==> src/verilog/torque_limit_pkg.sv <==
// Constants, carrier types and state layout for the torque limit selector
package torque_limit_pkg;

    // ========================================================================
    // Widths
    localparam int LIMIT_W = 10;
    localparam int VOLT_W  = 16;

    // ========================================================================
    // Setting ranges and reset values (percent of rated, gain in 0.1 V)
    localparam logic [9:0]  LIMIT_SETTING_MAX = 10'h320;
    localparam logic [9:0]  INT_TORQUE_RST    = 10'h320;
    localparam logic [9:0]  EXT_LIMIT_RST     = 10'h064;
    localparam logic [9:0]  INT_FORCE_RST     = 10'h01e;
    localparam logic [6:0]  GAIN_MIN          = 7'h0a;
    localparam logic [6:0]  GAIN_MAX          = 7'h64;
    localparam logic [6:0]  GAIN_RST          = 7'h1e;
    localparam logic [15:0] FILTER_TC_RST     = 16'h0000;
    localparam logic [3:0]  ANALOG_SOURCE_SEL = 4'h1;

    // ========================================================================
    // Timing: one filter step per 0.01 ms
    localparam int CLK_PERIOD_NS      = 20;
    localparam int FILTER_STEP_NS     = 10000;
    localparam int FILTER_STEP_CYCLES = FILTER_STEP_NS / CLK_PERIOD_NS;
    localparam int DIV_STEPS          = 16;

    // ========================================================================
    // Carriers
    typedef enum logic [2:0] {
        SET_FWD_INT_TORQUE,
        SET_REV_INT_TORQUE,
        SET_FWD_EXTERNAL,
        SET_REV_EXTERNAL,
        SET_FWD_INT_FORCE,
        SET_REV_INT_FORCE,
        SET_INPUT_GAIN,
        SET_FILTER_TC
    } setting_id_t;

    typedef struct packed {
        logic        valid;
        setting_id_t id;
        logic [15:0] data;
    } setting_write_t;

    typedef struct packed {
        logic [9:0]  fwd_internal_torque_limit;
        logic [9:0]  rev_internal_torque_limit;
        logic [9:0]  fwd_external_limit;
        logic [9:0]  rev_external_limit;
        logic [9:0]  fwd_internal_force_limit;
        logic [9:0]  rev_internal_force_limit;
        logic [6:0]  analog_limit_input_gain;
        logic [15:0] analog_limit_filter_tc;
    } limit_settings_t;

    typedef struct packed {
        logic [9:0] fwd;
        logic [9:0] rev;
        logic       analog_mode;
    } limit_out_t;

    typedef enum logic {
        DIV_IDLE,
        DIV_RUN
    } div_state_t;

    typedef struct packed {
        limit_settings_t    set;
        logic               started;
        logic               analog_mode;
        logic [1:0]         req_meta;
        logic [1:0]         req_sync;
        logic [8:0]         tick_cnt;
        logic signed [23:0] volt_acc;
        div_state_t         div_state;
        logic [3:0]         div_cnt;
        logic [15:0]        div_quo;
        logic [6:0]         div_rem;
        logic [9:0]         analog_pct;
        limit_out_t         limits;
        logic signed [15:0] torque_out;
    } selector_state_t;

endpackage : torque_limit_pkg

==> src/verilog/torque_limit_selector.sv <==
// Torque / force limit selector with analog limit path and reference clamp
//
// What this block does
// [RL1] Rotary forward internal torque limit, 0..800 %, reset 800, live on write.
// [RL2] Rotary reverse internal torque limit, 0..800 %, reset 800, live on write.
// [RL3] Forward external limit, 0..800 %, reset 100, shared rotary/linear, live.
// [RL4] Reverse external limit, 0..800 %, reset 100, shared rotary/linear, live.
// [RL5] Linear forward internal force limit, 0..800 %, reset 30, replaces rotary one.
// [RL6] Linear reverse internal force limit, 0..800 %, reset 30, replaces rotary one.
// [RL7] In analog mode each direction is the smaller of analog limit and internal limit.
// [RL8] The analog limit uses the voltage magnitude and applies to both directions.
// [RL9] Analog mode is chosen by source select value 1, sampled only at restart.
// [RL10] The voltage is scaled by a 10..100 gain in 0.1 V, reset 30 (rated at 3.0 V).
// [RL11] The analog limit is low-pass filtered, time constant 0..65535 x 0.01 ms, reset 0.
// [RL12] Forward request active outside analog mode limits forward to min of internal and external setting.
// [RL13] Reverse request active outside analog mode limits reverse to min of internal and external setting.
// [RL14] Any effective limit above the motor maximum is clamped to that maximum.
// [RL15] The signed torque reference is saturated to +forward and -reverse limits.
`timescale 1ns/100ps

module torque_limit_selector
    import torque_limit_pkg::*;
(
    input  wire logic               sys_clk,
    input  wire logic               rstn,
    input  wire setting_write_t     setting_wr,
    input  wire logic               linear_motor,
    input  wire logic [3:0]         limit_source_select,
    input  wire logic               fwd_ext_limit_request_n,
    input  wire logic               rev_ext_limit_request_n,
    input  wire logic signed [15:0] analog_limit_voltage,
    input  wire logic [9:0]         motor_max_limit,
    input  wire logic signed [15:0] torque_ref,
    output      limit_out_t         limits,
    output      logic signed [15:0] torque_out
);

    localparam selector_state_t STATE_RESET = '{
        set: '{
            fwd_internal_torque_limit: INT_TORQUE_RST,
            rev_internal_torque_limit: INT_TORQUE_RST,
            fwd_external_limit:        EXT_LIMIT_RST,
            rev_external_limit:        EXT_LIMIT_RST,
            fwd_internal_force_limit:  INT_FORCE_RST,
            rev_internal_force_limit:  INT_FORCE_RST,
            analog_limit_input_gain:   GAIN_RST,
            analog_limit_filter_tc:    FILTER_TC_RST
        },
        req_meta:  2'h3,
        req_sync:  2'h3,
        div_state: DIV_IDLE,
        default:   '0
    };

    selector_state_t s;
    selector_state_t next_s;
    logic            fwd_on;
    logic            rev_on;
    logic            tick;
    logic [9:0]      fwd_base;
    logic [9:0]      rev_base;
    logic [9:0]      fwd_eff;
    logic [9:0]      rev_eff;
    logic [4:0]      filt_shift;
    logic [24:0]     filt_diff;
    logic [15:0]     volt_mag;
    logic [7:0]      rem_shift;
    logic            quo_bit;

    function automatic logic [9:0] min10(input logic [9:0] a, input logic [9:0] b);
        min10 = (a < b) ? a : b;
    endfunction : min10

    // Shift k with 2**k >= tc+1; a power-of-two step keeps the filter divider-free
    function automatic logic [4:0] tc_shift(input logic [15:0] tc);
        logic [16:0] span;
        span = {1'b0, tc} + 17'h0_0001;
        tc_shift = 5'h00;
        for (int i = 0; i < 17; i++) begin
            if ((17'h0_0001 << i) < span) begin
                tc_shift = 5'(i + 1);
            end
        end
    endfunction : tc_shift

    assign limits     = s.limits;
    assign torque_out = s.torque_out;
    assign fwd_on     = ~s.req_sync[1];
    assign rev_on     = ~s.req_sync[0];
    assign tick       = (s.tick_cnt == 9'(FILTER_STEP_CYCLES - 1));

    // ========================================================================
    // Next state
    always_comb begin
        next_s = s;
        filt_shift = tc_shift(s.set.analog_limit_filter_tc);
        filt_diff  = 25'($signed({analog_limit_voltage, 8'h00}) - s.volt_acc);
        volt_mag   = s.volt_acc[23] ? 16'(-s.volt_acc[23:8]) : s.volt_acc[23:8];
        rem_shift  = {s.div_rem, s.div_quo[15]};
        quo_bit    = (rem_shift >= {1'b0, s.set.analog_limit_input_gain});

        // Request pins are asynchronous to sys_clk
        next_s.req_meta = {fwd_ext_limit_request_n, rev_ext_limit_request_n};
        next_s.req_sync = s.req_meta;

        // [RL9] mode caught once after restart
        if (!s.started) begin
            next_s.started     = 1'b1;
            next_s.analog_mode = (limit_source_select == ANALOG_SOURCE_SEL);
        end

        // Out-of-range writes are dropped and the old value kept
        if (setting_wr.valid) begin
            unique case (setting_wr.id)
                // [RL1] forward torque setting
                SET_FWD_INT_TORQUE: begin
                    if (setting_wr.data <= 16'(LIMIT_SETTING_MAX)) begin
                        next_s.set.fwd_internal_torque_limit = setting_wr.data[9:0];
                    end
                end
                // [RL2] reverse torque setting
                SET_REV_INT_TORQUE: begin
                    if (setting_wr.data <= 16'(LIMIT_SETTING_MAX)) begin
                        next_s.set.rev_internal_torque_limit = setting_wr.data[9:0];
                    end
                end
                // [RL3] forward external setting
                SET_FWD_EXTERNAL: begin
                    if (setting_wr.data <= 16'(LIMIT_SETTING_MAX)) begin
                        next_s.set.fwd_external_limit = setting_wr.data[9:0];
                    end
                end
                // [RL4] reverse external setting
                SET_REV_EXTERNAL: begin
                    if (setting_wr.data <= 16'(LIMIT_SETTING_MAX)) begin
                        next_s.set.rev_external_limit = setting_wr.data[9:0];
                    end
                end
                // [RL5] forward force setting
                SET_FWD_INT_FORCE: begin
                    if (setting_wr.data <= 16'(LIMIT_SETTING_MAX)) begin
                        next_s.set.fwd_internal_force_limit = setting_wr.data[9:0];
                    end
                end
                // [RL6] reverse force setting
                SET_REV_INT_FORCE: begin
                    if (setting_wr.data <= 16'(LIMIT_SETTING_MAX)) begin
                        next_s.set.rev_internal_force_limit = setting_wr.data[9:0];
                    end
                end
                // [RL10] gain setting
                SET_INPUT_GAIN: begin
                    if (setting_wr.data >= 16'(GAIN_MIN) && setting_wr.data <= 16'(GAIN_MAX)) begin
                        next_s.set.analog_limit_input_gain = setting_wr.data[6:0];
                    end
                end
                // [RL11] filter setting
                SET_FILTER_TC: begin
                    next_s.set.analog_limit_filter_tc = setting_wr.data;
                end
            endcase
        end

        // ====================================================================
        // Analog path: filter step, then magnitude divided by gain
        next_s.tick_cnt = tick ? 9'h000 : 9'(s.tick_cnt + 9'h001);
        if (tick) begin
            // [RL11] first-order low-pass
            next_s.volt_acc = 24'($signed(s.volt_acc) + ($signed(filt_diff) >>> filt_shift));
        end
        unique case (s.div_state)
            DIV_IDLE: begin
                if (tick) begin
                    // [RL8] magnitude only
                    next_s.div_quo   = volt_mag;
                    next_s.div_rem   = 7'h00;
                    next_s.div_cnt   = 4'h0;
                    next_s.div_state = DIV_RUN;
                end
            end
            DIV_RUN: begin
                // [RL10] mV / (gain x 0.1 V) gives percent of rated
                next_s.div_rem = quo_bit ? 7'(rem_shift - {1'b0, s.set.analog_limit_input_gain})
                                         : rem_shift[6:0];
                next_s.div_quo = {s.div_quo[14:0], quo_bit};
                next_s.div_cnt = 4'(s.div_cnt + 4'h1);
                if (s.div_cnt == 4'(DIV_STEPS - 1)) begin
                    next_s.div_state  = DIV_IDLE;
                    next_s.analog_pct = ({s.div_quo[14:0], quo_bit} > 16'(LIMIT_SETTING_MAX))
                                        ? LIMIT_SETTING_MAX : s.div_quo[8:0] == 9'h000 && !quo_bit
                                        ? 10'h000 : 10'({s.div_quo[14:0], quo_bit});
                end
            end
        endcase

        // ====================================================================
        // Effective limits
        // [RL5] force settings replace torque settings on linear motors
        fwd_base = linear_motor ? s.set.fwd_internal_force_limit : s.set.fwd_internal_torque_limit;
        rev_base = linear_motor ? s.set.rev_internal_force_limit : s.set.rev_internal_torque_limit;
        fwd_eff  = fwd_base;
        rev_eff  = rev_base;
        if (s.analog_mode) begin
            // [RL7] analog limit against internal limit
            fwd_eff = min10(fwd_base, s.analog_pct);
            rev_eff = min10(rev_base, s.analog_pct);
        end else begin
            // [RL12] forward external request
            if (fwd_on) begin
                fwd_eff = min10(fwd_base, s.set.fwd_external_limit);
            end
            // [RL13] reverse external request
            if (rev_on) begin
                rev_eff = min10(rev_base, s.set.rev_external_limit);
            end
        end
        // [RL14] motor maximum clamp
        fwd_eff = min10(fwd_eff, motor_max_limit);
        rev_eff = min10(rev_eff, motor_max_limit);
        next_s.limits.fwd         = fwd_eff;
        next_s.limits.rev         = rev_eff;
        next_s.limits.analog_mode = s.analog_mode;

        // [RL15] reference saturation
        if (torque_ref > $signed({6'h00, fwd_eff})) begin
            next_s.torque_out = $signed({6'h00, fwd_eff});
        end else if (torque_ref < -$signed({6'h00, rev_eff})) begin
            next_s.torque_out = -$signed({6'h00, rev_eff});
        end else begin
            next_s.torque_out = torque_ref;
        end
    end

    always_ff @(posedge sys_clk or negedge rstn) begin
        if (!rstn) begin
            s <= STATE_RESET;
        end else begin
            s <= next_s;
        end
    end
endmodule : torque_limit_selector

==> config.mk <==
export PLATFORM = sky130hd
export DESIGN_NAME = torque_limit_selector
export DESIGN_NICKNAME = d
export VERILOG_FILES = /design/src/verilog/torque_limit_pkg.sv /design/src/verilog/torque_limit_selector.sv
export SDC_FILE = /design/constraint.sdc
export NUM_CORES = 1
export LEC_CHECK = 0
export BUFFER_PORTS_ARGS = -buffer_cell sky130_fd_sc_hd__buf_4
export CORE_MARGIN = 2
export CORE_UTILIZATION = 35
export DETAILED_ROUTE_END_ITERATION = 6
export GPL_TIMING_DRIVEN = 0
export HOLD_SLACK_MARGIN = 0.03
export MAX_ROUTING_LAYER = met4
export PLACE_DENSITY = 0.57
export SLEW_MARGIN = 10
export SYNTH_ARGS = -nofsm -noshare
export SYNTH_HDL_FRONTEND = slang
export SYNTH_SLANG_ARGS = --single-unit
==> constraint.sdc <==
create_clock -name sys_clk -period 11 [get_ports sys_clk]
set_input_delay 1.1 -clock sys_clk [delete_from_list [all_inputs] [get_ports sys_clk]]
set_output_delay 1.1 -clock sys_clk [all_outputs]
set_load 0.02 [all_outputs]
Yosys cells after proc, flatten, opt, wreduce, memory -nomap -nowiden --
Index checks and enable logic that the tools add are counted. W data, S select, Z words.
Storage, ports and cells: register bits after elaboration 197, bits in latches 0, memory bits (writable) 0, bits in read-only memories 0, bits of input ports 71, output and inout port bits 37, logic and storage cells 127, memories kept 0
Operators by class: add/subtract/negate cells 8, multipliers 0, divide/modulo/power cells 0, order comparisons 30, eq/ne operators 11, shift-type cells 1, multiplexer cells 39, bitwise logic cells 1, reduce and logical (&&, ||, !) cells 14
Operator list (count):
- $mux W10 | 14
- $mux W5 | 15
- $lt A10 B10 Y1 | 6
- $pmux W28 S2 | 1
- $mux W16 | 3
- $mux W28 | 1
- $sshr A25 B5 Y24 | 1
- $sub A24 B24 Y25 | 1
- $add A24 B24 Y24 | 1
- $reduce_and A3 Y1 | 7
- $add A16 B1 Y17 const B | 1
- $lt A1 B17 Y1 const A | 1
- $lt A10 B17 Y1 const A | 1
- $lt A11 B17 Y1 const A | 1
- $lt A12 B17 Y1 const A | 1
- $lt A13 B17 Y1 const A | 1
- $lt A14 B17 Y1 const A | 1
- $lt A15 B17 Y1 const A | 1
- $lt A16 B17 Y1 const A | 1
- $lt A17 B17 Y1 const A | 1
- $lt A2 B17 Y1 const A | 1
- $lt A3 B17 Y1 const A | 1
- $lt A4 B17 Y1 const A | 1
- $lt A5 B17 Y1 const A | 1
- 33 further kinds | 40

Longest topological paths before layout --
Gate-level depths: netlist (run 1).
depth in word-level cells 21, depth in mapped cells 44, depth with buffers taken out 37

Least setup slack after synthesis (run 1) --
No wires, ideal clock.
kind input to register, from input port linear_motor, to register s, in the netlist torque_out[6], setup time 104 ps, arrival time 8908 ps, data required time 10896 ps, slack 1988 ps, stages on the path 42, buffers on the path 7, path through clkbuf_1 -> clkbuf_1 -> mux2_2 -> ha_1 -> and4_1 -> a221oi_1 -> and3_1 -> buf_2 -> mux2i_1 -> mux2i_1 -> ha_1 -> a21o_1 -> a21o_1 -> a21oi_1 -> o221ai_1 -> or3_1 -> a21o_1 -> and2_1 -> [... 6 more ...] -> nand3_1 -> a22oi_1 -> a21boi_0 -> xor2_1 -> ha_1 -> a21oi_1 -> nor2b_1 -> o21ai_0 -> nand2b_1 -> a21oi_1 -> nor2b_1 -> o21ai_0 -> nand3_1 -> o22ai_1 -> clkbuf_1 -> clkbuf_1 -> nor3_1 -> a221oi_1
RTL lines:
- start: declaration | line torque_limit_selector.sv:27 | input wire logic linear_motor,
- end signal: assignment | line torque_limit_selector.sv:238 | s <= next_s;
- end: declaration | line torque_limit_selector.sv:55 | selector_state_t s;

==> results_dict.tcl, run 1 <==
set metrics [dict create \
    status "finished clean" \
    numPortBuffers 100 \
    firstDrtPassIters 7 \
    cts_buffer_depth 2 \
    clkLatencyLatePin_ns 0.49 \
    cp_common_cell "ha_1" \
    diodes 0 \
    synthCells 1835 \
    ys_types 97 \
    vias 13980 \
    cts_setup_buffers 0 \
    fmax_mhz 99.98 \
    synth_area_sq_um 16170 \
    syn_avg_cell_area_sq_um 8.812 \
    grt_max_degree 95 \
    hold_viol_final 0 \
    cts.clk_slew.worst_paths_ns 0.08 \
    die_h_microns 218.9 \
    period_share_pct 90.93 \
    coreArea_sq_um 45480 \
    hold_buffers 0 \
    core.rowCount 78 \
    clock-sinks 197 \
    wirelength_microns 47270 \
    yosys-top-cells-count "171 x nand2_1, 169 x dfrtp_1, 148 x o21ai_0" \
    ant_nets 0 \
    drc 0 \
    register_area_sq_um 4965 \
    critical_path.max_stage_delay_ns 0.50 \
    fin_crit_ns 10.00 \
    grtUsageTotal_pct 20.75 \
    utilization_pct 40.45 \
    critical_path.endpoint_type "flop" \
    finalNetCount 2159 \
    cp.arrival_ns 10.38 \
    fin_area_sq_um 18400 \
    antenna_found_initial 0 \
    rsz0062_at_grt "false" \
    drtIter0Drc 1031 \
    first_global_vias 13680 \
    worstSetupPathType "in2reg" \
    cts_buffers 17 \
    ys_seq_area_share_pct 30.70 \
    grt.overflow.total 0 \
    routedWlPerCell_microns 18.41 \
    power_leakage_nw 8.603 \
    hold_path_class "reg2reg" \
    start_util_pct 35.56 \
    cts_max_level 4 \
    cts_root_buffer "clkbuf_16" \
    yosys_most_used_dff "dfrtp_1" \
    crit_slowest_cell "a22oi_1" \
    synth_top_area_cell "dfrtp_1" \
    drive_above_1_share_pct 18.75 \
    gp_congestion 0.9456 \
    synth_warnings 0 \
    syn_nets 2039 \
    multiInputGateArea_sq_um 10140 \
    synth-edff-count 0 \
    hpwl_microns 36810 \
    holdPathStages 0 \
    worstMarginPinSlew_ns 0.9318 \
    max-slew-margin-rel_pct 37.50 \
    routed_via_density 5.445 \
    setup_viol 0 \
    fin_total_pwr_mw 2.477 \
    maxCapViolations 0 \
    die_x_microns 218.9 \
    cp-start-kind "input pin" \
    dieArea_sq_um 47940 \
    worstPathRequired_ns 11.37 \
    fill_cells 4652 \
    synth_top_area_share_pct 26.15 \
    synth-seq-cells 197 \
    postCtsResizedCells 0 \
    p_per_area_nw_per_um2 134.7 \
    grt_pass1_wl_microns 75420 \
    maxSlewViolCount 0 \
    crit_path_max_fanout 11 \
    peakVddDrop_mv 0.1030 \
    r2r_slack_ns 1.76 \
    pin_count 108 \
    synth.most_common_cell "nand2_1" \
    synthTopCellsByArea "dfrtp_1 26%, ha_1 10%, mux2_2 7.2%, mux2i_1 5.8%, o21ai_0 4.6%" \
    clock_skew_ns 0.01895 \
    cts_tree "built" \
    r2r_cells 41 \
    async_flop_share_pct 100.0 \
    tns_ns 0 \
    dpl_cell_area_sq_um 17730 \
    syn_to_final_growth_pct 13.76 \
]
## logic make-up after synthesis
| kind of cell | synth area share [%] |
|---|---|
| AO/OA/AOI/OAI | 19.02 |
| XOR/XNOR | 4.008 |
| adder cells (fa/ha/maj) | 10.38 |
| buffers and inverters | 6.608 |
| flip-flops | 30.70 |
| multiplexers | 13.25 |
| other | 0.02319 |
| AND/OR/NAND/NOR | 16.01 |
## area by class of cell
class                   instances  share of cell area (%)
well taps                     600                   4.081
flip-flops and latches        197                   26.99
inverters                     107                   2.183
clock inverters                15                   1.258
clock buffers                  17                   2.313
multi-input cells            1405                   55.14
plain buffers                 125                   3.612
repair buffers                102                   4.421
## cells in the final DEF (no fill, tap or decap), types with 60 or more instances in the layout
cell / instances
buf_4: 139
ha_1: 131
nand2_1: 171
mux2i_1: 93
inv_1: 107
nor2_1: 97
dfrtp_1: 169
clkbuf_1: 60
mux2_2: 103
a21oi_1: 105
o21ai_0: 148
## where the power goes
part / switching (mW) / internal (mW) / total, mW
Sequential: 0.0208 / 0.760 / 0.781
Combinational: 0.588 / 0.415 / 1.00
Clock: 0.339 / 0.354 / 0.693
## path summary, 6_finish.rpt
| check | from | endpoint |
|---|---|---|
| min in group asynchronous | rstn | s[117]$_DFFE_PN0P_ |
| worst max register to register | s[144]$_DFFE_PN0P_ | torque_out[11]$_DFF_PN0_ |
| max in group asynchronous | rstn | limits[2]$_DFF_PN0_ |
| worst min-delay path | next_s[109]$_DFF_PN1_ | s[109]$_DFF_PN1_ |
| worst max-delay path | linear_motor | torque_out[11]$_DFF_PN0_ |
| worst min register to register | next_s[109]$_DFF_PN1_ | s[109]$_DFF_PN1_ |
## state kept, by name, indices dropped and copies added, names as in the netlist
name,cells
torque_out,16
s,149
rem_shift,8
limits,21
next_s,3
## per-layer routing
metal,GRT usage (%),share of wire [%]
met5,-,0
met4,6.486,2.6
met3,3.146,3.2
met2,32.88,47
met1,27.28,47
## critical path, delay by kind of cell
kind	cells	cell delay (ns)
compound gates	15	3.30
buf+inv	8	2.18
simple gates	11	1.62
fa+ha+maj	4	1.08
mux	3	0.90
xor+xnor	1	0.15
## stage by stage
step	worst slack, ns	hold slack (ns)	cells
global route	0.1643	0.3697	2568
floorplan	1.988	0.3452	1835
detailed placement	-0.1371	0.3478	2537
finish	0.9979	0.3621	2568
global placement	-0.04497	0.3501	2535
CTS	0.3496	0.3633	2569
Note: power is estimated with default switching activity, not from simulation.
==> inputs of run 2 (changes only) <==
BUFFER_PORTS_ARGS = -buffer_cell sky130_fd_sc_hd__buf_2   (was -buffer_cell sky130_fd_sc_hd__buf_4)
clock period = 10.2 ns   (was 11 ns; I/O delays follow)
==> results_dict.tcl, run 2 (same netlist as run 1, synthesis figures left out) <==
set metrics [dict create \
    power_frac_seq_pct 31.8 \
    cts_tree "built" \
    wirelength_microns 47390 \
    drive_above_1_share_pct 18.91 \
    hold_viol_final 0 \
    worstSetupPathType "in2reg" \
    maxSlewViolCount 0 \
    power_leakage_nw 8.529 \
    peakVddDrop_mv 0.1151 \
    cp.arrival_ns 9.76 \
    layout_common_cells "171 x nand2_1, 169 x dfrtp_1, 147 x o21ai_0" \
    cts_root_buffer "clkbuf_16" \
    die_x_microns 218.9 \
    final_common_cell "nand2_1" \
    cts_max_level 4 \
    finalNetCount 2158 \
    period_share_pct 91.88 \
    setup_viol 0 \
    cts_buffer_depth 2 \
    routed_via_density 5.476 \
    pre_cts_slack_ns -0.9981 \
    ant_nets 0 \
    fmax_mhz 106.7 \
    critical_path.endpoint_type "flop" \
    cp_common_cell "ha_1" \
    grt.overflow.total 0 \
    drtIter0Drc 877 \
    first_global_vias 13880 \
    vias 14060 \
    clkLatencyLatePin_ns 0.50 \
    grt_max_degree 102 \
    fin_crit_ns 9.372 \
    fin_area_sq_um 18110 \
    utilization_pct 39.82 \
    cts.clk_slew.worst_paths_ns 0.08 \
    grtUsageTotal_pct 20.76 \
    fill_cells 4691 \
    p_switching_mw 1.050 \
    clock-sinks 197 \
    largest_reg_flops 149 \
    cts_buffers 17 \
    cp.buffers_inverters 8 \
    start_util_pct 35.56 \
    worst_hold_slack_ns 0.3646 \
    dpl_cell_area_sq_um 17460 \
    drc 0 \
    fin_total_pwr_mw 2.645 \
    hpwl_microns 36780 \
    p_per_area_nw_per_um2 146.1 \
    worstMarginPinSlew_ns 1.146 \
    grt_pass1_wl_microns 75820 \
    p_clk_share_pct 27.8 \
    cp-start-kind "input pin" \
    regMostFlops "s" \
    antenna_found_initial 0 \
    routedWlPerCell_microns 18.46 \
    firstDrtPassIters 6 \
    diodes 0 \
    coreArea_sq_um 45480 \
    timing.final.ws_setup_ns 0.8278 \
    numPortBuffers 100 \
    crit_path_max_fanout 11 \
    register_area_sq_um 4965 \
    die_h_microns 218.9 \
    p_int_mw 1.595 \
    gp_congestion 0.9487 \
    pin_count 108 \
    rsz0062_at_grt "false" \
    cts_setup_buffers 0 \
    hold_path_class "reg2reg" \
    worstPathRequired_ns 10.59 \
    sw_frac_of_total_pct 39.70 \
    max-slew-margin-rel_pct 22.86 \
    status "finished clean" \
    pwr-share-comb_pct 40.4 \
    critical_path.max_stage_delay_ns 0.41 \
    crit_slowest_cell "mux2_2" \
    core.rowCount 78 \
    clock_skew_ns 0.02244 \
    maxCapViolations 0 \
    cpLargestDelayFamily "compound AO/OA/AOI/OAI gates" \
    dieArea_sq_um 47940 \
    multiInputGateArea_sq_um 10150 \
    syn_to_final_growth_pct 11.99 \
]
[run 2: cell count changes in the layout (fill, tap and decap cells not counted), sizes merged]
cell / change
inv: +4
clkinv: -3
buf: -2
bufinv: -2
clkbuf: +1
clkinvlp: +1
[run 2: worst paths after layout]
check                                      start  slack [ns]                      end  depth (start not counted)
min reg2reg                next_s[109]$_DFF_PN1_        0.36         s[109]$_DFF_PN1_                          0
max reg2reg                   s[144]$_DFFE_PN0P_        1.53  torque_out[8]$_DFF_PN0_                         41
min                        next_s[109]$_DFF_PN1_        0.36         s[109]$_DFF_PN1_                          0
min in group asynchronous                   rstn        0.55       s[114]$_DFFE_PN0P_                          1
max in group asynchronous                   rstn        8.67         s[101]$_DFF_PN0_                          2
max                                 linear_motor        0.83  torque_out[8]$_DFF_PN0_                         42
[run 2: final cells by class]
| class | instances | share of cell area (%) |
|---|---|---|
| sequential | 197 | 27.41 |
| clock inverter | 15 | 1.161 |
| inverter | 107 | 2.218 |
| clock buffer | 17 | 2.349 |
| buffer | 125 | 3.703 |
| multi-input combinational | 1405 | 56.04 |
| tap | 600 | 4.145 |
| timing repair buffer | 101 | 2.971 |
[run 2: through the flow]
step | TNS (ns) | cells
2_1_floorplan | 0 | 1835
3_3_place_gp | -10.07 | 2535
3_5_place_dp | -12.37 | 2536
4_1_cts | 0 | 2567
5_1_grt | 0 | 2567
6_report | 0 | 2567
[run 2: what timing repair did]
item / in CTS / in global routing
resized for setup: 1 / 12
hold buffers: 0 / 0
endpoints found under the setup margin: 16 / 16
[run 2: worst register-to-register path, delay by kind of cell, from the launching register on]
| kind | cells | cell delay [ns] |
|---|---|---|
| flip-flops | 1 | 0.39 |
| buffers and inverters | 6 | 1.34 |
| AND/OR/NAND/NOR | 10 | 1.38 |
| AO/OA/AOI/OAI | 17 | 3.46 |
| adder cells (fa/ha/maj) | 4 | 1.07 |
| multiplexers | 3 | 0.81 |
| XOR/XNOR | 1 | 0.13 |
[run 2: per-layer routing]
layer  vias to the layer above  part of all wire (%)  GRT usage, %
met1                      6830                    47         27.15
li1                       6874                     -             -
met3                        69                   3.2         2.675
met5                         -                     0             -
met4                         0                   2.9         7.455
met2                       283                    47         32.96
[run 2: power by group through the flow]
stage | Clock [mW] | Sequential, mW | Combinational, mW
floorplan | 0 | 0.850 | 0.795
global placement | 0 | 0.856 | 1.03
detailed placement | 0 | 0.857 | 1.05
CTS | 0.752 | 0.842 | 1.05
global route | 0.783 | 0.847 | 1.18
finish | 0.735 | 0.842 | 1.07
==> inputs of run 3 (changes only) <==
CORE_UTILIZATION = 50   (was 35)
PLACE_DENSITY = 0.74   (was 0.57)
==> results_dict.tcl, run 3 (same netlist as run 1, synthesis figures left out) <==
set metrics [dict create \
    status "finished clean" \
    pin_count 108 \
    peakVddDrop_mv 0.1385 \
    hold_buffers 0 \
    postCtsResizedCells 1 \
    routed_via_density 6.041 \
    grt.overflow.total 0 \
    worstSetupPathType "in2reg" \
    drive_above_1_share_pct 18.81 \
    p_per_area_nw_per_um2 144.9 \
    numPortBuffers 100 \
    dieArea_sq_um 33800 \
    syn_to_final_growth_pct 10.01 \
    die_x_microns 183.8 \
    worstMarginPinSlew_ns 1.066 \
    grt_max_degree 111 \
    crit_path_max_fanout 11 \
    wirelength_microns 44820 \
    critical_path.max_stage_delay_ns 0.41 \
    maxSlewViolCount 0 \
    worstPathRequired_ns 10.53 \
    diodes 0 \
    largest_reg_flops 149 \
    gp_congestion 0.9722 \
    final_common_cell "nand2_1" \
    rsz0062_at_grt "false" \
    timing.final.ws_setup_ns 0.7450 \
    cp_common_cell "ha_1" \
    clock-sinks 197 \
    maxCapViolations 0 \
    dp_cells 2338 \
    hold_path_class "reg2reg" \
    start_util_pct 50.98 \
    vias 14310 \
    critical_path.endpoint_type "flop" \
    cts_buffers 17 \
    power_leakage_nw 8.504 \
    grt_pass1_wl_microns 72470 \
    regMostFlops "s" \
    hpwl_microns 34620 \
    cp.arrival_ns 9.79 \
    ant_nets 0 \
    fin_crit_ns 9.455 \
    cp.buffers_inverters 9 \
    layout_common_cells "171 x nand2_1, 169 x dfrtp_1, 147 x o21ai_0" \
    first_global_vias 13880 \
    hold_viol_final 0 \
    finalNetCount 2158 \
    drc 0 \
    cts_setup_buffers 0 \
    cts.clk_slew.worst_paths_ns 0.08 \
    setup_viol 0 \
    pre_cts_slack_ns -0.7368 \
    routedWlPerCell_microns 18.92 \
    grtUsageTotal_pct 27.80 \
    drtIter0Drc 1131 \
    die_h_microns 183.8 \
    cts_max_level 4 \
    cts_root_buffer "clkbuf_16" \
    fmax_mhz 105.8 \
    r2r_slack_ns 1.48 \
    crit_slowest_cell "mux2_2" \
    clkLatencyLatePin_ns 0.46 \
    antenna_found_initial 0 \
    cpLargestDelayFamily "compound AO/OA/AOI/OAI gates" \
    cts_tree "built" \
    cp-start-kind "input pin" \
    clock_skew_ns 0.01167 \
    instances_no_fill 2369 \
    coreArea_sq_um 31720 \
    tns_ns 0 \
    firstDrtPassIters 5 \
    core.rowCount 65 \
    cts_buffer_depth 2 \
    period_share_pct 92.70 \
    worst_hold_slack_ns 0.3641 \
    fill_cells 2871 \
    fin_total_pwr_mw 2.577 \
    max-slew-margin-rel_pct 28.27 \
]
## run 3: cell types whose count changed in the layout (fill, tap and decap cells not counted), sizes merged
cell,previous run,this run
inv,116,114
clkbuf,80,81
clkinv,5,6
## run 3: cell type report
cell class	instances	area (sq um)	area share [%]
multi-input combinational	1405	10140	57.01
inverter	107	401.6	2.258
sequential	197	4965	27.91
tap	402	503.0	2.827
buffer	125	670.6	3.770
timing repair buffer	101	538.0	3.024
clock inverter	14	140.1	0.7877
clock buffer	18	429.2	2.412
## run 3: worst paths after layout
path	startpoint	to	cells after the start
setup / recovery	linear_motor	torque_out[6]$_DFF_PN0_	37
hold / removal	next_s[108]$_DFF_PN1_	s[108]$_DFF_PN1_	0
setup reg to reg	s[144]$_DFFE_PN0P_	torque_out[6]$_DFF_PN0_	36
hold reg to reg	next_s[108]$_DFF_PN1_	s[108]$_DFF_PN1_	0
max in group asynchronous	rstn	s[109]$_DFF_PN1_	2
min in group asynchronous	rstn	s[55]$_DFFE_PN0P_	1
## run 3: report_power, final
part	internal, mW	switching (mW)
Clock	0.325	0.343
Combinational	0.433	0.634
Sequential	0.820	0.0227
Total	1.58	0.999
## run 3: layer usage
layer | wire (microns) | GRT usage (%) | vias to the layer above
li1 | - | - | 6862
met1 | 19790 | 35.75 | 6887
met2 | 21080 | 44.91 | 477
met3 | 2404 | 3.506 | 86
met4 | 1534 | 10.56 | 0
met5 | 0 | - | -
## run 3: per-stage QoR
stage                     utilization (%)  area (sq um)
after floorplan                         -         16170
after global placement              54.15         17170
after detailed placement            54.26         17210
after CTS                           56.05         17780
after global routing                56.09         17790
final                               56.09         17790
